## src/hw/sfpi_pkg.sv

```systemverilog
// sfpi_pkg: shared constants and types of the serial flash pin interface
// assumes: included before the interface and the design modules
package sfpi_pkg;

  // ----------------------------------------------------------------
  // lanes and bytes
  // ----------------------------------------------------------------
  localparam int unsigned LANES      = 4;
  localparam int unsigned BYTE_BITS  = 8;
  localparam int unsigned CNT_W      = 4;
  localparam int unsigned FIFO_DEPTH = 16;
  localparam int unsigned BLK_W      = 6;
  localparam int unsigned PROT_W     = 3;

  localparam logic [CNT_W-1:0]     CNT_BYTE   = 4'h8;
  localparam logic [CNT_W-1:0]     STEP_ONE   = 4'h1;
  localparam logic [CNT_W-1:0]     STEP_TWO   = 4'h2;
  localparam logic [CNT_W-1:0]     STEP_FOUR  = 4'h4;
  localparam logic [BYTE_BITS-1:0] IDLE_BYTE  = 8'hff;
  localparam logic [LANES-1:0]     OE_SINGLE  = 4'h2;
  localparam logic [LANES-1:0]     OE_DUAL    = 4'h3;
  localparam logic [LANES-1:0]     OE_QUAD    = 4'hf;
  localparam logic [PROT_W-1:0]    PROT_NONE  = 3'h0;
  localparam logic [PROT_W-1:0]    PROT_ALL   = 3'h7;

  // ----------------------------------------------------------------
  // lane width of the current phase
  // ----------------------------------------------------------------
  typedef enum logic [1:0] {
    SFPI_SINGLE = 2'b00,
    SFPI_DUAL   = 2'b01,
    SFPI_QUAD   = 2'b10
  } sfpi_mode_t;

  // ----------------------------------------------------------------
  // link state
  // ----------------------------------------------------------------
  typedef enum logic [1:0] {
    SFPI_UNARMED = 2'b00,
    SFPI_DESEL   = 2'b01,
    SFPI_ACTIVE  = 2'b10,
    SFPI_PAUSED  = 2'b11
  } sfpi_state_t;

endpackage

```

## src/hw/sfpi_stream_if.sv

```systemverilog
// sfpi_stream_if: byte stream with valid and ready
// assumes: one clock domain shared by source and sink
`timescale 1ns/1ps
`default_nettype none
interface sfpi_stream_if #(
  parameter int unsigned WIDTH = 8
);
  logic             valid;
  logic             ready;
  logic [WIDTH-1:0] data;

  modport src (output valid, output data, input ready);
  modport snk (input valid, input data, output ready);
endinterface
`default_nettype wire

```

## src/hw/sfpi_core.sv

```systemverilog
// sfpi_core: pin-level serial interface of a serial flash device
// assumes: host drives sck and the select; the flash core supplies read
// bytes, phase and mode, and takes received bytes from the fifo
`timescale 1ns/1ps
`default_nettype none
module sfpi_core #(
  parameter int unsigned DEPTH = sfpi_pkg::FIFO_DEPTH,
  parameter int unsigned BLK_W = sfpi_pkg::BLK_W
) (
  input  wire logic                  clock_i,
  input  wire logic                  rst_n_i,
  // pins
  input  wire logic                  sck_i,
  input  wire logic                  cs_n_i,
  input  wire logic [3:0]            lane_i,
  output logic      [3:0]            lane_o,
  output logic      [3:0]            lane_oe_o,
  // flash core side
  input  wire logic                  quad_cfg_i,
  input  wire logic [1:0]            mode_i,
  input  wire logic                  out_phase_i,
  input  wire logic                  busy_i,
  input  wire logic [7:0]            tx_data_i,
  input  wire logic                  tx_valid_i,
  output logic                       tx_ready_o,
  output logic      [7:0]            rx_data_o,
  output logic                       rx_valid_o,
  input  wire logic                  rx_ready_i,
  input  wire logic [2:0]            protect_range_bits_i,
  input  wire logic                  wr_req_i,
  input  wire logic [BLK_W-1:0]      wr_block_i,
  output logic                       wr_grant_o,
  output logic                       wr_reject_o,
  output logic                       standby_o,
  output logic                       selected_o,
  output logic                       rx_overflow_o,
  output logic                       tx_underrun_o
);

  // ----------------------------------------------------------------
  // helpers
  // ----------------------------------------------------------------
  function automatic logic [3:0] step_of(input logic [1:0] m);
    case (m)
      sfpi_pkg::SFPI_DUAL: step_of = sfpi_pkg::STEP_TWO;
      sfpi_pkg::SFPI_QUAD: step_of = sfpi_pkg::STEP_FOUR;
      default:             step_of = sfpi_pkg::STEP_ONE;
    endcase
  endfunction

  function automatic logic [7:0] shift_in(input logic [1:0] m,
                                          input logic [7:0] sh,
                                          input logic [3:0] ln);
    case (m)
      sfpi_pkg::SFPI_DUAL: shift_in = {sh[5:0], ln[1:0]};
      sfpi_pkg::SFPI_QUAD: shift_in = {sh[3:0], ln[3:0]};
      default:             shift_in = {sh[6:0], ln[0]};
    endcase
  endfunction

  function automatic logic [3:0] lanes_of(input logic [1:0] m,
                                          input logic [7:0] b);
    case (m)
      sfpi_pkg::SFPI_DUAL: lanes_of = {2'b00, b[7:6]};
      sfpi_pkg::SFPI_QUAD: lanes_of = b[7:4];
      default:             lanes_of = {2'b00, b[7], 1'b0};
    endcase
  endfunction

  function automatic logic [3:0] oe_of(input logic [1:0] m);
    case (m)
      sfpi_pkg::SFPI_DUAL: oe_of = sfpi_pkg::OE_DUAL;
      sfpi_pkg::SFPI_QUAD: oe_of = sfpi_pkg::OE_QUAD;
      default:             oe_of = sfpi_pkg::OE_SINGLE;
    endcase
  endfunction

  // ----------------------------------------------------------------
  // pin synchronisers
  // ----------------------------------------------------------------
  logic [5:0] sy1_q;
  logic [5:0] sy2_q;
  logic       sck_old_q;
  logic       cs_old_q;

  always_ff @(posedge clock_i)
  begin
    if (!rst_n_i)
    begin
      // select resets low as well: a select already held low at reset
      // must not look like a falling edge and arm the link
      sy1_q     <= 6'h00;
      sy2_q     <= 6'h00;
      sck_old_q <= 1'b0;
      cs_old_q  <= 1'b0;
    end
    else
    begin
      sy1_q     <= {lane_i, cs_n_i, sck_i};
      sy2_q     <= sy1_q;
      sck_old_q <= sy2_q[0];
      cs_old_q  <= sy2_q[1];
    end
  end

  wire       sck_s   = sy2_q[0];
  wire       cs_s    = sy2_q[1];
  wire [3:0] lane_s  = sy2_q[5:2];
  // either idle level of sck works: only edges are used
  wire       sck_up  = sck_s && !sck_old_q;
  wire       sck_dn  = !sck_s && sck_old_q;
  wire       cs_fall = !cs_s && cs_old_q;

  // four-lane setting turns the pause and protect functions off
  wire       pause_n = quad_cfg_i || lane_s[3];
  wire       prot_n  = quad_cfg_i || lane_s[2];

  // ----------------------------------------------------------------
  // link state
  // ----------------------------------------------------------------
  sfpi_pkg::sfpi_state_t st_q;
  sfpi_pkg::sfpi_state_t st_d;

  always_comb
  begin
    st_d = st_q;
    case (st_q)
      sfpi_pkg::SFPI_UNARMED:
        if (cs_fall) st_d = sfpi_pkg::SFPI_ACTIVE;
      sfpi_pkg::SFPI_DESEL:
        if (cs_fall) st_d = sfpi_pkg::SFPI_ACTIVE;
      sfpi_pkg::SFPI_ACTIVE:
        if (cs_s) st_d = sfpi_pkg::SFPI_DESEL;
        else if (!pause_n) st_d = sfpi_pkg::SFPI_PAUSED;
      sfpi_pkg::SFPI_PAUSED:
        if (cs_s) st_d = sfpi_pkg::SFPI_DESEL;
        else if (pause_n) st_d = sfpi_pkg::SFPI_ACTIVE;
      default:
        st_d = sfpi_pkg::SFPI_UNARMED;
    endcase
  end

  always_ff @(posedge clock_i)
  begin
    if (!rst_n_i)
    begin
      st_q <= sfpi_pkg::SFPI_UNARMED;
    end
    else
    begin
      st_q <= st_d;
    end
  end

  // edges count only in the active state; a paused transfer keeps
  // every shift register untouched so release picks up mid-byte
  wire active  = (st_q == sfpi_pkg::SFPI_ACTIVE) && !cs_s && pause_n;
  wire desel   = cs_s;
  wire [3:0] step = step_of(mode_i);

  // ----------------------------------------------------------------
  // receive shifter
  // ----------------------------------------------------------------
  sfpi_stream_if #(.WIDTH(sfpi_pkg::BYTE_BITS)) rx_fill ();
  sfpi_stream_if #(.WIDTH(sfpi_pkg::BYTE_BITS)) rx_drain ();

  logic [7:0] rsh_q;
  logic [3:0] rcnt_q;
  logic       push_q;
  logic [7:0] pdat_q;
  logic       ovf_q;

  wire        take_bit = active && sck_up && !out_phase_i;
  wire [3:0]  rcnt_nx  = rcnt_q + step;
  wire [7:0]  rsh_nx   = shift_in(mode_i, rsh_q, lane_s);
  wire        byte_end = take_bit && (rcnt_nx == sfpi_pkg::CNT_BYTE);

  assign rx_fill.valid = push_q;
  assign rx_fill.data  = pdat_q;

  always_ff @(posedge clock_i)
  begin
    if (!rst_n_i || desel)
    begin
      rsh_q  <= '0;
      rcnt_q <= '0;
    end
    else if (take_bit)
    begin
      rsh_q  <= rsh_nx;
      rcnt_q <= byte_end ? '0 : rcnt_nx;
    end
  end

  // a host cannot be stalled, so a byte meeting a full fifo is lost
  // and the sticky overflow flag tells the core
  always_ff @(posedge clock_i)
  begin
    if (!rst_n_i)
    begin
      push_q <= 1'b0;
      pdat_q <= '0;
      ovf_q  <= 1'b0;
    end
    else
    begin
      push_q <= byte_end;
      pdat_q <= byte_end ? rsh_nx : pdat_q;
      ovf_q  <= ovf_q || (push_q && !rx_fill.ready);
    end
  end

  sfpi_fifo #(
    .WIDTH (sfpi_pkg::BYTE_BITS),
    .DEPTH (DEPTH)
  ) u_rx_fifo (
    .clock_i (clock_i),
    .rst_n_i (rst_n_i),
    .wr      (rx_fill),
    .rd      (rx_drain)
  );

  assign rx_drain.ready = rx_ready_i;
  assign rx_data_o      = rx_drain.data;
  assign rx_valid_o     = rx_drain.valid;

  // ----------------------------------------------------------------
  // transmit holding register and shifter
  // ----------------------------------------------------------------
  logic [7:0] hold_q;
  logic       hfull_q;
  logic [7:0] tsh_q;
  logic [3:0] tcnt_q;
  logic       drive_q;
  logic [3:0] lane_q;
  logic [3:0] oe_q;
  logic       unr_q;

  wire        shift_out = active && sck_dn && out_phase_i;
  wire        load      = shift_out && (tcnt_q == '0);
  wire [7:0]  cur       = !load ? tsh_q : (hfull_q ? hold_q : sfpi_pkg::IDLE_BYTE);
  wire [3:0]  tcnt_nx   = tcnt_q + step;
  wire        hold_in   = tx_valid_i && !hfull_q;

  assign tx_ready_o = !hfull_q;

  always_ff @(posedge clock_i)
  begin
    if (!rst_n_i)
    begin
      hold_q  <= '0;
      hfull_q <= 1'b0;
      unr_q   <= 1'b0;
    end
    else
    begin
      hold_q  <= hold_in ? tx_data_i : hold_q;
      hfull_q <= hold_in || (hfull_q && !(load && !desel));
      unr_q   <= unr_q || (load && !hfull_q);
    end
  end

  always_ff @(posedge clock_i)
  begin
    if (!rst_n_i || desel || !out_phase_i)
    begin
      tsh_q  <= '0;
      tcnt_q <= '0;
    end
    else if (shift_out)
    begin
      tsh_q  <= cur << step;
      tcnt_q <= (tcnt_nx == sfpi_pkg::CNT_BYTE) ? '0 : tcnt_nx;
    end
  end

  // lanes are only driven from the first falling edge of an output
  // phase, so the half clock before it leaves the bus released
  always_ff @(posedge clock_i)
  begin
    if (!rst_n_i || desel || !out_phase_i)
    begin
      drive_q <= 1'b0;
      lane_q  <= '0;
    end
    else if (shift_out)
    begin
      drive_q <= 1'b1;
      lane_q  <= lanes_of(mode_i, cur);
    end
  end

  // enables follow drive state; pause and deselect float everything
  wire [3:0] oe_d = (drive_q && active && !desel) ? oe_of(mode_i) : '0;

  always_ff @(posedge clock_i)
  begin
    if (!rst_n_i)
    begin
      oe_q <= '0;
    end
    else
    begin
      oe_q <= oe_d;
    end
  end

  assign lane_o        = lane_q;
  assign lane_oe_o     = oe_q;
  assign rx_overflow_o = ovf_q;
  assign tx_underrun_o = unr_q;

  // ----------------------------------------------------------------
  // write protection and standby
  // ----------------------------------------------------------------
  // range n protects the top 2^(n-1) blocks, all blocks at the top code
  function automatic logic in_range(input logic [2:0]       bp,
                                    input logic [BLK_W-1:0] blk);
    logic [BLK_W:0] lim;
    lim = '0;
    if (bp == sfpi_pkg::PROT_NONE)
      in_range = 1'b0;
    else if (bp == sfpi_pkg::PROT_ALL)
      in_range = 1'b1;
    else
    begin
      lim      = (BLK_W+1)'(1) << (BLK_W+1)'(bp - 3'h1);
      in_range = ({1'b0, blk} >= ((BLK_W+1)'(1) << BLK_W) - lim);
    end
  endfunction

  wire hit = in_range(protect_range_bits_i, wr_block_i);
  logic gr_q;
  logic rj_q;
  logic sb_q;
  logic sl_q;

  always_ff @(posedge clock_i)
  begin
    if (!rst_n_i)
    begin
      gr_q <= 1'b0;
      rj_q <= 1'b0;
      sb_q <= 1'b0;
      sl_q <= 1'b0;
    end
    else
    begin
      gr_q <= wr_req_i && !(hit && !prot_n);
      rj_q <= wr_req_i && hit && !prot_n;
      sb_q <= cs_s && !busy_i;
      sl_q <= (st_d == sfpi_pkg::SFPI_ACTIVE) || (st_d == sfpi_pkg::SFPI_PAUSED);
    end
  end

  assign wr_grant_o  = gr_q;
  assign wr_reject_o = rj_q;
  assign standby_o   = sb_q;
  assign selected_o  = sl_q;

endmodule
`default_nettype wire

```

## src/hw/sfpi_fifo.sv

```systemverilog
// sfpi_fifo: synchronous fifo with a registered output stage
// assumes: same clock on both sides, synchronous active-low reset
`timescale 1ns/1ps
`default_nettype none
module sfpi_fifo #(
  parameter int unsigned WIDTH = 8,
  parameter int unsigned DEPTH = 16
) (
  input  wire logic  clock_i,
  input  wire logic  rst_n_i,
  sfpi_stream_if.snk wr,
  sfpi_stream_if.src rd
);
  localparam int unsigned AW = $clog2(DEPTH);

  logic [WIDTH-1:0] mem [DEPTH];
  logic [AW-1:0]    wp_q;
  logic [AW-1:0]    rp_q;
  logic [AW:0]      cnt_q;
  logic             ov_q;
  logic [WIDTH-1:0] od_q;

  // ----------------------------------------------------------------
  // pointers and flags
  // ----------------------------------------------------------------
  wire full   = (cnt_q == (AW+1)'(DEPTH));
  wire empty  = (cnt_q == '0);
  wire push   = wr.valid && !full;
  // the output register refills whenever it is free or being taken
  wire pop    = !empty && (!ov_q || rd.ready);

  assign wr.ready = !full;
  assign rd.valid = ov_q;
  assign rd.data  = od_q;

  always_ff @(posedge clock_i)
  begin
    if (push)
    begin
      mem[wp_q] <= wr.data;
    end
  end

  always_ff @(posedge clock_i)
  begin
    if (!rst_n_i)
    begin
      wp_q  <= '0;
      rp_q  <= '0;
      cnt_q <= '0;
      ov_q  <= 1'b0;
      od_q  <= '0;
    end
    else
    begin
      if (push)
      begin
        wp_q <= wp_q + 1'b1;
      end
      if (pop)
      begin
        rp_q <= rp_q + 1'b1;
        od_q <= mem[rp_q];
      end
      cnt_q <= cnt_q + (AW+1)'(push) - (AW+1)'(pop);
      ov_q  <= pop || (ov_q && !rd.ready);
    end
  end
endmodule
`default_nettype wire

```

## config.mk

```make
export PLATFORM = sky130hd
export DESIGN_NAME = sfpi_core
export DESIGN_NICKNAME = d
export VERILOG_FILES = /design/src/hw/sfpi_pkg.sv /design/src/hw/sfpi_stream_if.sv /design/src/hw/sfpi_core.sv /design/src/hw/sfpi_fifo.sv
export SDC_FILE = /design/constraint.sdc
export NUM_CORES = 1
export LEC_CHECK = 0
export BUFFER_PORTS_ARGS = -buffer_cell sky130_fd_sc_hd__clkbuf_2
export CORE_UTILIZATION = 30
export DETAILED_ROUTE_END_ITERATION = 12
export PLACE_DENSITY = 0.45
export SLEW_MARGIN = 20
export SYNTH_ARGS = -nofsm -noshare
export SYNTH_HDL_FRONTEND = slang
export SYNTH_HIERARCHICAL = 1
export SYNTH_SLANG_ARGS = --single-unit
```

## constraint.sdc

```tcl
create_clock -name clock_i -period 4.39 [get_ports clock_i]
set_clock_uncertainty 0.1 [all_clocks]
set_input_delay 0.2195 -clock clock_i [delete_from_list [all_inputs] [get_ports clock_i]]
set_output_delay 0.2195 -clock clock_i [all_outputs]
set_load 0.005 [all_outputs]
```

==> impl_metrics.env, run 1 <==
export IMPL_status="completed"
export IMPL_synthArstFlopShare_pct=0
export IMPL_synth_top_family_by_area="simple AND/OR/NAND/NOR gates"
export IMPL_antenna_found_initial=0
export IMPL_core_um2=31470
export IMPL_start_util_pct=30.39
export IMPL_timing_rr_start="u_rx_fifo/cnt_q[3]"
export IMPL_nFillCells=3087
export IMPL_max_freq_mhz=311.8
export IMPL_clockBufferDepth=3
export IMPL_drt_initial_drc_count=271
export IMPL_num_nets_final=877
export IMPL_die_area_um2=32600
export IMPL_slew_violations=0
export IMPL_fin_crit_sh_pct=73.06
export IMPL_synthFlopType="edfxtp_1"
export IMPL_synth_edff_count=128
export IMPL_grt_max_degree=49
export IMPL_cts_made_buffers=25
export IMPL_p_per_area_nw_per_um2=462.9
export IMPL_synth_area_um2=9565
export IMPL_synth_compound_area_share_pct=8.411
export IMPL_placed_cells=1170
export IMPL_setup_viol_count_final=0
export IMPL_pin_count=57
export IMPL_hold_class="in -> reg"
export IMPL_num_antenna_cells=0
export IMPL_post_drt_wl_per_cell_um=17.21
export IMPL_cp_max_fo=11
export IMPL_grt_pass1_vias=5953
export IMPL_rsz0062_at_grt="no"
export IMPL_avgSynthCellArea_um2=12.98
export IMPL_crit_start="u_rx_fifo/cnt_q[3]"
export IMPL_synthToLayoutAreaGrowth_pct=18.26
export IMPL_dieWidth_um=180.6
export IMPL_synth_cells=737
export IMPL_hold_violations=0
export IMPL_worstPathRequired_ns=4.71
export IMPL_synthXorXnorAreaFrac_pct=1.373
export IMPL_clock_sinks=220
export IMPL_route_detailed_drc=0
export IMPL_synth_seq_cells=220
export IMPL_ctsHoldBuffers=17
export IMPL_firstDrtPassIters=5
export IMPL_drt_wl_total_um=21220
export IMPL_cts_root_buffer="clkbuf_16"
export IMPL_power_leakage_uw=0.003870
export IMPL_via_per_inst=4.780
export IMPL_gp_congestion=0.7552
export IMPL_holdWs_ns=0.01791
export IMPL_postRouteAntennaNets=0
export IMPL_final_cell_mix="edfxtp_1, dfxtp_1, nor2_1"
export IMPL_holdCritStartpoint="quad_cfg_i"
export IMPL_endpoint_kind="flip-flop"
export IMPL_placementRows=65
export IMPL_synth_nets=802
export IMPL_post_cts_buffers=0
export IMPL_max_vdd_ir_drop_v=0.0002550
export IMPL_clk_latency_ns=0.53
export IMPL_grt_pass1_wl_um=33650
export IMPL_yosysWarnings=6
export IMPL_crit_path_start_kind="flip-flop"
export IMPL_yosysSeqAreaShare_pct=59.44
export IMPL_slew_limit_headroom_pct=42.65
export IMPL_setup_tns_ns=0
export IMPL_yosysUniqueCellTypes=67
export IMPL_synthSimpleGateAreaFrac_pct=11.69
export IMPL_instances_no_fill=1233
export IMPL_synthAdderAreaFrac_pct=4.421
export IMPL_port_buffers=56
export IMPL_synth_mux_area_share_pct=11.48
export IMPL_period_needed_ns=3.207
export IMPL_die_h_um=180.6
export IMPL_dr_total_vias=5894
export IMPL_path_class="reg -> reg"
export IMPL_cap_violations=0
export IMPL_cts_tree="done"
export IMPL_path_clk_slew_ns=0.06
export IMPL_dp_hpwl_um=13750
export IMPL_final_common_cell="edfxtp_1"
export IMPL_cts_resized=0
export IMPL_grt_overflow=0
export IMPL_worstMarginPinSlew_ns=0.8570
export IMPL_grtUsageTotal_pct=13.14
export IMPL_drive_gt1_share_pct=18.89
export IMPL_ctsHtreeMaxLevel=1
export IMPL_worstPathArrival_ns=3.53
[through the flow]
stage	setup WS [ns]	utilization, %	instance area (um^2)	total power, uW
floorplan	1.491	-	9565	2897
global placement	1.140	32.59	10260	3055
detailed placement	1.090	32.59	10260	3056
CTS	1.139	35.94	11310	5325
global route	0.9850	35.94	11310	5495
finish	1.183	35.94	11310	5236
[critical path: stages, from the launching register on]
cell and delay [ns]:
dfxtp_1 0.32, inv_1 0.08, ha_1 0.15, or4b_4 0.49
nand2_2 0.23, inv_2 0.10, ha_1 0.28, inv_1 0.04
ha_1 0.19, fa_1 0.40, a21oi_1 0.16, nor2_1 0.06
or3_1 0.33, and3_1 0.18
[flip-flops by register name, summed over array words and instances, names as in the netlist, 6 cells and up]
name	flops
u_rx_fifo/mem	128
hold_q	8
pdat_q	8
tsh_q	8
u_rx_fifo/rd.data	8
rsh_q	7
sy1_q	6
sy2_q	6
[kinds of logic (layout without fill, tap and decap cells)]
logic type,Yosys count,after routing
AND/OR/NAND/NOR,217,217
XOR/XNOR,15,15
flip-flops,220,220
buffers and inverters,68,162
multiplexers,63,63
adder cells (fa/ha/maj),32,32
AO/OA/AOI/OAI,122,122
[cell usage after synthesis (3+ instances only)]
library cell,count,area (um^2)
or2_2,3,18.77
mux4_1,4,105.1
buf_2,6,30.03
mux2i_1,25,250.2
a211oi_1,4,30.03
a21o_1,8,60.06
clkbuf_1,24,90.09
dfxtp_1,92,1842
nand3_1,23,115.1
nor2b_1,4,25.02
o221ai_1,8,70.07
edfxtp_1,128,3844
nor3b_1,3,22.52
buf_6,4,45.04
a31oi_1,7,43.79
nand2_1,45,168.9
a22oi_1,6,45.04
o21ai_0,22,110.1
or3_1,3,18.77
fa_1,3,60.06
buf_4,3,22.52
nand2b_1,12,75.07
xnor2_1,12,105.1
and2_1,33,206.5
xor2_1,3,26.28
nor2_1,59,221.5
and3_1,6,37.54
a21oi_1,36,180.2
ha_1,29,362.9
nor3_1,9,45.04
inv_1,28,105.1
o21a_1,4,30.03
mux4_2,32,720.7
a221o_1,6,60.06
[path summary, 6_finish.rpt]
kind | end | slack, ns | depth (start not counted)
min reg2reg | sy2_q[4] | 0.33 | 1
max | u_rx_fifo/cnt_q[4] | 1.18 | 13
max reg2reg | u_rx_fifo/cnt_q[4] | 1.18 | 13
min | wr_reject_o | 0.02 | 4
[report_power, final]
part	leakage (uW)	internal, uW	switching (uW)
clock	0.000438	1390	839
combinational	0.00173	334	357
sequential	0.00170	2230	83.5
[area by class of cell]
type                    count  area, um^2  area share (%)
repair buffers             86       548.0           4.845
inverters                  30       112.6          0.9955
clock buffers              26       629.4           5.564
well taps                 402       503.0           4.446
flip-flops and latches    220        5687           50.27
clock inverters            20       256.5           2.267
multi-input cells         449        3576           31.61
[routing by layer]
metal / share of wire, % / track usage [%]
met5: 0 / 0
met4: 2.0 / 3.316
met3: 2.9 / 1.940
met1: 47 / 17.43
met2: 48 / 22.42
Note: power is estimated with default switching activity, not from simulation.
==> run 2: changes to the inputs <==
clock period = 3.2 ns   (was 4.39 ns; I/O delays follow)
==> run 2 against run 1 <==
Effect of this change: worst setup slack got worse by 1.0 ns; largest cell class unchanged; final cell count increased by 2.3%; flip-flop and latch count unchanged.
==> impl_metrics.env, run 2 (synthesized netlist as in run 1, its figures left out) <==
export IMPL_status="completed"
export IMPL_p_switching_uw=1751
export IMPL_clock_sinks=220
export IMPL_post_drt_wl_per_cell_um=16.94
export IMPL_rsz0062_at_grt="no"
export IMPL_drt_initial_drc_count=342
export IMPL_grt_pass1_vias=6028
export IMPL_port_buffers=56
export IMPL_die_h_um=180.6
export IMPL_synthToLayoutAreaGrowth_pct=19.97
export IMPL_ctsHtreeMaxLevel=1
export IMPL_power_frac_seq_pct=45.4
export IMPL_cts_made_buffers=26
export IMPL_final_common_cell="edfxtp_1"
export IMPL_route_detailed_drc=0
export IMPL_drive_gt1_share_pct=21.07
export IMPL_start_util_pct=30.39
export IMPL_placementRows=65
export IMPL_gp_congestion=0.7580
export IMPL_slew_limit_headroom_pct=53.12
export IMPL_p_per_area_nw_per_um2=604.8
export IMPL_core_um2=31470
export IMPL_pwr_share_clk_pct=39.8
export IMPL_dp_hpwl_um=14160
export IMPL_pin_count=57
export IMPL_internal_power_uw=5190
export IMPL_setup_tns_ns=0
export IMPL_grt_pass1_wl_um=33710
export IMPL_largest_reg_flops=128
export IMPL_hold_class="in -> reg"
export IMPL_grt_max_degree=49
export IMPL_clockBufferDepth=3
export IMPL_drt_wl_total_um=21360
export IMPL_cts_tree="done"
export IMPL_worstPathRequired_ns=3.53
export IMPL_hold_violations=0
export IMPL_cap_violations=0
export IMPL_register_area_um2=5687
export IMPL_path_clk_slew_ns=0.06
export IMPL_holdWs_ns=0.02746
export IMPL_num_nets_final=904
export IMPL_crit_path_start_kind="flip-flop"
export IMPL_grtUsageTotal_pct=13.23
export IMPL_final_cell_mix="edfxtp_1, dfxtp_1, nor2_1"
export IMPL_regMostFlops="u_rx_fifo/mem"
export IMPL_endpoint_kind="flip-flop"
export IMPL_postRouteAntennaNets=0
export IMPL_worstPathArrival_ns=3.35
export IMPL_fin_crit_sh_pct=94.26
export IMPL_cts_root_buffer="clkbuf_16"
export IMPL_worstMarginPinSlew_ns=0.7023
export IMPL_max_freq_mhz=331.5
export IMPL_die_area_um2=32600
export IMPL_setup_viol_count_final=0
export IMPL_clk_latency_ns=0.53
export IMPL_firstDrtPassIters=6
export IMPL_period_needed_ns=3.016
export IMPL_via_per_inst=4.761
export IMPL_num_antenna_cells=0
export IMPL_slew_violations=0
export IMPL_dieWidth_um=180.6
export IMPL_p_comb_share_pct=14.8
export IMPL_netSwitchingFraction_pct=25.23
export IMPL_nFillCells=3077
export IMPL_multi_input_comb_area_um2=3587
export IMPL_dr_total_vias=6003
export IMPL_path_class="reg -> reg"
export IMPL_power_leakage_uw=0.003976
export IMPL_grt_overflow=0
export IMPL_max_vdd_ir_drop_v=0.0003133
export IMPL_cp_max_fo=4
export IMPL_antenna_found_initial=0
==> run 2: path summary, 6_finish.rpt <==
path                      start                  to  slack, ns  cells after the start
max          u_rx_fifo/cnt_q[3]  u_rx_fifo/cnt_q[4]       0.18                     13
max reg2reg  u_rx_fifo/cnt_q[3]  u_rx_fifo/cnt_q[4]       0.18                     13
min reg2reg            sy1_q[5]            sy2_q[5]       0.33                      1
min                 out_phase_i            tsh_q[4]       0.03                      4
==> run 2: repair_timing <==
item / CTS / global route
gates resized for setup: 0 / 3
setup buffers: 0 / 0
hold buffers: 22 / 0
endpoints found under the setup margin: 0 / 2
endpoints found under the hold margin: 19 / 0
==> run 2: per-layer routing <==
layer  vias to the layer above  part of all wire [%]  track usage [%]
met5                         -                     0                0
li1                       2944                     -                -
met2                        99                    49            22.98
met1                      2930                    46            17.23
met3                        30                   3.4            1.940
met4                         0                   1.9            3.316
==> run 2: power groups by stage <==
| stage | logic [uW] | registers (uW) | clock network (uW) |
|---|---|---|---|
| final | 1030 | 3150 | 2760 |
| after global routing | 1160 | 3160 | 2970 |
| after CTS | 1060 | 3150 | 2860 |
| after detailed placement | 1030 | 3210 | 0 |
| after global placement | 1030 | 3210 | 0 |
| after floorplan | 813 | 3160 | 0 |
==> run 2: worst max-delay path, stage by stage, from the launching register on <==
cell and delay, ns:
dfxtp_1 0.32, inv_1 0.08, ha_1 0.15, or4b_4 0.49, nand2_2 0.09, inv_2 0.06, ha_1 0.26, inv_1 0.03
ha_1 0.19, fa_1 0.40, a21oi_1 0.17, nor2_1 0.06, or3_1 0.33, and3_1 0.17
==> run 2: per-stage QoR <==
stage / cells / area [um^2] / util [%] / power (uW) / setup slack [ns]
after floorplan: 737 / 9565 / - / 3975 / 0.3006
after global placement: 1191 / 10430 / 33.13 / 4246 / 0.1991
after detailed placement: 1191 / 10430 / 33.13 / 4243 / 0.1643
after CTS: 1261 / 11460 / 36.43 / 7067 / 0.1664
after global routing: 1261 / 11480 / 36.46 / 7287 / 0.005123
final: 1261 / 11480 / 36.46 / 6941 / 0.1838
==> run 2: cell type report <==
| cell class | count | share of cell area (%) |
|---|---|---|
| clock buffers | 36 | 6.553 |
| clock inverters | 12 | 0.5778 |
| inverters | 30 | 0.9812 |
| multi-input cells | 449 | 31.26 |
| flip-flops and latches | 220 | 49.55 |
| well taps | 402 | 4.383 |
| repair buffers | 112 | 6.694 |
==> run 3: changes to the inputs <==
ABC_AREA = 1   (was default)
==> run 3 against run 2 <==
Effect of this change: die area rose by 5.4%; sequential power about the same; total power is 15% higher; core utilization rose by 0.13 points; worst setup slack better by 0.13 ns; combinational power grew 78%; count of clock-buffer cells in the layout shrank 5; final cell count rose by 34%; global-route usage increased by 1.7 points; wire length increased by 17%; critical endpoint is now wr_reject_o.
==> impl_metrics.env, run 3 <==
export IMPL_reg2reg_to="u_rx_fifo/cnt_q[4]"
export IMPL_crit_path_start_kind="primary input"
export IMPL_gr_usage_met3_pct=1.947
export IMPL_synthArstFlopShare_pct=0
export IMPL_cts_tree="done"
export IMPL_firstDrtPassIters=5
export IMPL_dp_hpwl_um=16210
export IMPL_gp_congestion=0.8169
export IMPL_synthTopCellsByCount="nand2_1, inv_1, edfxtp_1, nand3_1, nor2_1"
export IMPL_instances_no_fill=1694
export IMPL_hold_end="lane_oe_o[0]"
export IMPL_p_switching_uw=2480
export IMPL_synth_seq_cells=220
export IMPL_use_met2_pct=24.34
export IMPL_path_class="in -> reg"
export IMPL_use_met1_pct=20.65
export IMPL_rsz0062_at_grt="no"
export IMPL_power_frac_seq_pct=39.5
export IMPL_hold_class="in -> reg"
export IMPL_yosysSeqAreaShare_pct=56.38
export IMPL_hold_violations=0
export IMPL_worst_r2r_cell_count=13
export IMPL_placed_cells=1622
export IMPL_cp_max_fo=7
export IMPL_final_common_cell="nand2_1"
export IMPL_final_cell_mix="nand2_1, inv_1, edfxtp_1"
export IMPL_yosys_area_top_type="edfxtp_1"
export IMPL_num_nets_final=1297
export IMPL_yosys_top_cells_area="edfxtp_1, dfxtp_1, nand2_1"
export IMPL_timing_rr_start="u_rx_fifo/cnt_q[2]"
export IMPL_yosysMostFrequentCell="nand2_1"
export IMPL_max_vdd_ir_drop_v=0.0003109
export IMPL_port_buffers=56
export IMPL_grt_pass1_vias=7082
export IMPL_worstPathArrival_ns=3.20
export IMPL_pwr_share_clk_pct=37.7
export IMPL_die_h_um=185.3
export IMPL_design_area_um2=12000
export IMPL_status="completed"
export IMPL_ctsHtreeMaxLevel=1
export IMPL_r2r_slack_ns=0.64
export IMPL_synth_edff_count=128
export IMPL_clockBufferDepth=3
export IMPL_dpl_cell_area_um2=10870
export IMPL_synthFlopType="edfxtp_1"
export IMPL_pin_count=57
export IMPL_grtUsageTotal_pct=14.92
export IMPL_holdPathStages=4
export IMPL_worstMarginPinSlew_ns=0.9132
export IMPL_final_util_pct=36.60
export IMPL_cts_root_buffer="clkbuf_16"
export IMPL_setup_tns_ns=0
export IMPL_dr_total_vias=7469
export IMPL_p_comb_share_pct=22.8
export IMPL_synth_top_cell_area_share_pct=38.12
export IMPL_regMostFlops="u_rx_fifo/mem"
export IMPL_grt_overflow=0
export IMPL_post_drt_wl_per_cell_um=14.73
export IMPL_avgSynthCellArea_um2=8.799
export IMPL_num_antenna_cells=0
export IMPL_holdCritStartpoint="mode_i[1]"
export IMPL_netSwitchingFraction_pct=31.01
export IMPL_largest_reg_flops=128
export IMPL_via_per_inst=4.409
export IMPL_internal_power_uw=5518
export IMPL_p_per_area_nw_per_um2=666.7
export IMPL_core_um2=32780
export IMPL_synthToLayoutAreaGrowth_pct=18.99
export IMPL_cap_violations=0
export IMPL_register_area_um2=5687
export IMPL_path_clk_slew_ns=0.06
export IMPL_grt_pass1_wl_um=39360
export IMPL_cts_made_buffers=26
export IMPL_clock_sinks=220
export IMPL_yosysWarnings=6
export IMPL_fin_crit_sh_pct=90.31
export IMPL_period_needed_ns=2.890
export IMPL_route_detailed_drc=0
export IMPL_power_leakage_uw=0.005276
export IMPL_postRouteAntennaNets=0
export IMPL_clk_latency_ns=0.54
export IMPL_max_freq_mhz=346.0
export IMPL_synth_cells=1146
export IMPL_placementRows=66
export IMPL_worstPathRequired_ns=3.51
export IMPL_nFillCells=3322
export IMPL_synth_area_um2=10080
export IMPL_drt_wl_total_um=24950
export IMPL_die_area_um2=34350
export IMPL_top_usage_layer="met2"
export IMPL_multi_input_comb_area_um2=3526
export IMPL_endpoint_kind="flip-flop"
export IMPL_dieWidth_um=185.3
export IMPL_grt_max_degree=67
export IMPL_synth_nets=1211
export IMPL_yosysUniqueCellTypes=45
export IMPL_slew_violations=0
export IMPL_drive_gt1_share_pct=12.30
export IMPL_setup_viol_count_final=0
export IMPL_slew_limit_headroom_pct=39.04
export IMPL_drt_initial_drc_count=467
export IMPL_start_util_pct=30.76
export IMPL_antenna_found_initial=0
run 3: cell count changes after synthesis, sizes merged, moves of 12 or more:
| cell | delta |
|---|---|
| nand2 | +265 |
| inv | +131 |
| nand3 | +104 |
| nor2 | +42 |
| mux4 | -36 |
| and2 | -32 |
| mux2i | -25 |
| o21ai | +24 |
| buf | +18 |
| nand4 | +13 |
| nand2b | -12 |
run 3: cells by family after synthesis:
family          synth area share, %
compound gates                5.845
fa+ha+maj                     4.194
xor+xnor                     0.7817
simple gates                  24.10
flops                         56.38
buf+inv                       8.698
run 3: worst max-delay path by stage:
| stage | from | depth (start not counted) | slack [ns] | endpoint |
|---|---|---|---|---|
| after global placement | protect_range_bits_i[0] | 20 | 0.41 | wr_reject_o |
| after global routing | protect_range_bits_i[0] | 21 | 0.03 | wr_reject_o |
| final | protect_range_bits_i[0] | 21 | 0.31 | wr_reject_o |
| after floorplan | u_rx_fifo/cnt_q[3] | 14 | 0.72 | u_rx_fifo/cnt_q[4] |
| after CTS | protect_range_bits_i[0] | 21 | 0.30 | wr_reject_o |
| after detailed placement | protect_range_bits_i[0] | 20 | 0.29 | wr_reject_o |
run 3: power groups by stage:
stage	Combinational, uW	Clock (uW)	Sequential (uW)
floorplan	1300	0	3200
detailed placement	1820	0	3220
global route	2110	3210	3180
CTS	1860	3100	3160
global placement	1820	0	3220
finish	1830	3010	3160
run 3: per-stage QoR:
stage,setup WS [ns],hold WS [ns],power (uW)
global placement,0.4114,0.2187,5042
CTS,0.2983,0.1301,8123
floorplan,0.7244,0.1324,4500
global route,0.03182,0.1749,8495
finish,0.3101,0.1478,7998
detailed placement,0.2882,0.2210,5044
run 3: layout make-up:
type / instances / share of cell area (%)
Timing Repair Buffer: 106 / 6.069
Clock inverter: 17 / 1.481
Sequential cell: 220 / 47.40
Tap cell: 442 / 4.609
Clock buffer: 31 / 5.913
Multi-Input combinational cell: 714 / 29.39
Inverter: 164 / 5.141
run 3: worst max-delay path: stages:
cell	delay, ns
clkbuf_2	0.14
inv_1	0.11
ha_1	0.22
inv_1	0.05
nand2_1	0.04
nand2_1	0.17
inv_1	0.12
nor3_2	0.18
inv_1	0.07
ha_1	0.20
xnor2_1	0.17
ha_1	0.27
a21oi_1	0.14
o211ai_1	0.10
nand3_1	0.07
a21boi_0	0.07
o21ai_0	0.17
nand2_1	0.10
nand2_1	0.07
nor2_1	0.03
dlygate4sd3_1	0.54
run 3: per-layer routing:
layer	part of all wire (%)	vias up
li1	-	3883
met1	48	3406
met2	45	145
met3	3.9	35
met4	2.2	0
met5	0	-
run 3: repair_timing:
| action | 4_1_cts | 5_1_grt |
|---|---|---|
| gates resized for setup | 0 | 1 |
| setup buffers | 0 | 0 |
| endpoints found under the setup margin | 0 | 2 |
| hold buffers | 24 | 0 |
| endpoints found under the hold margin | 28 | 0 |
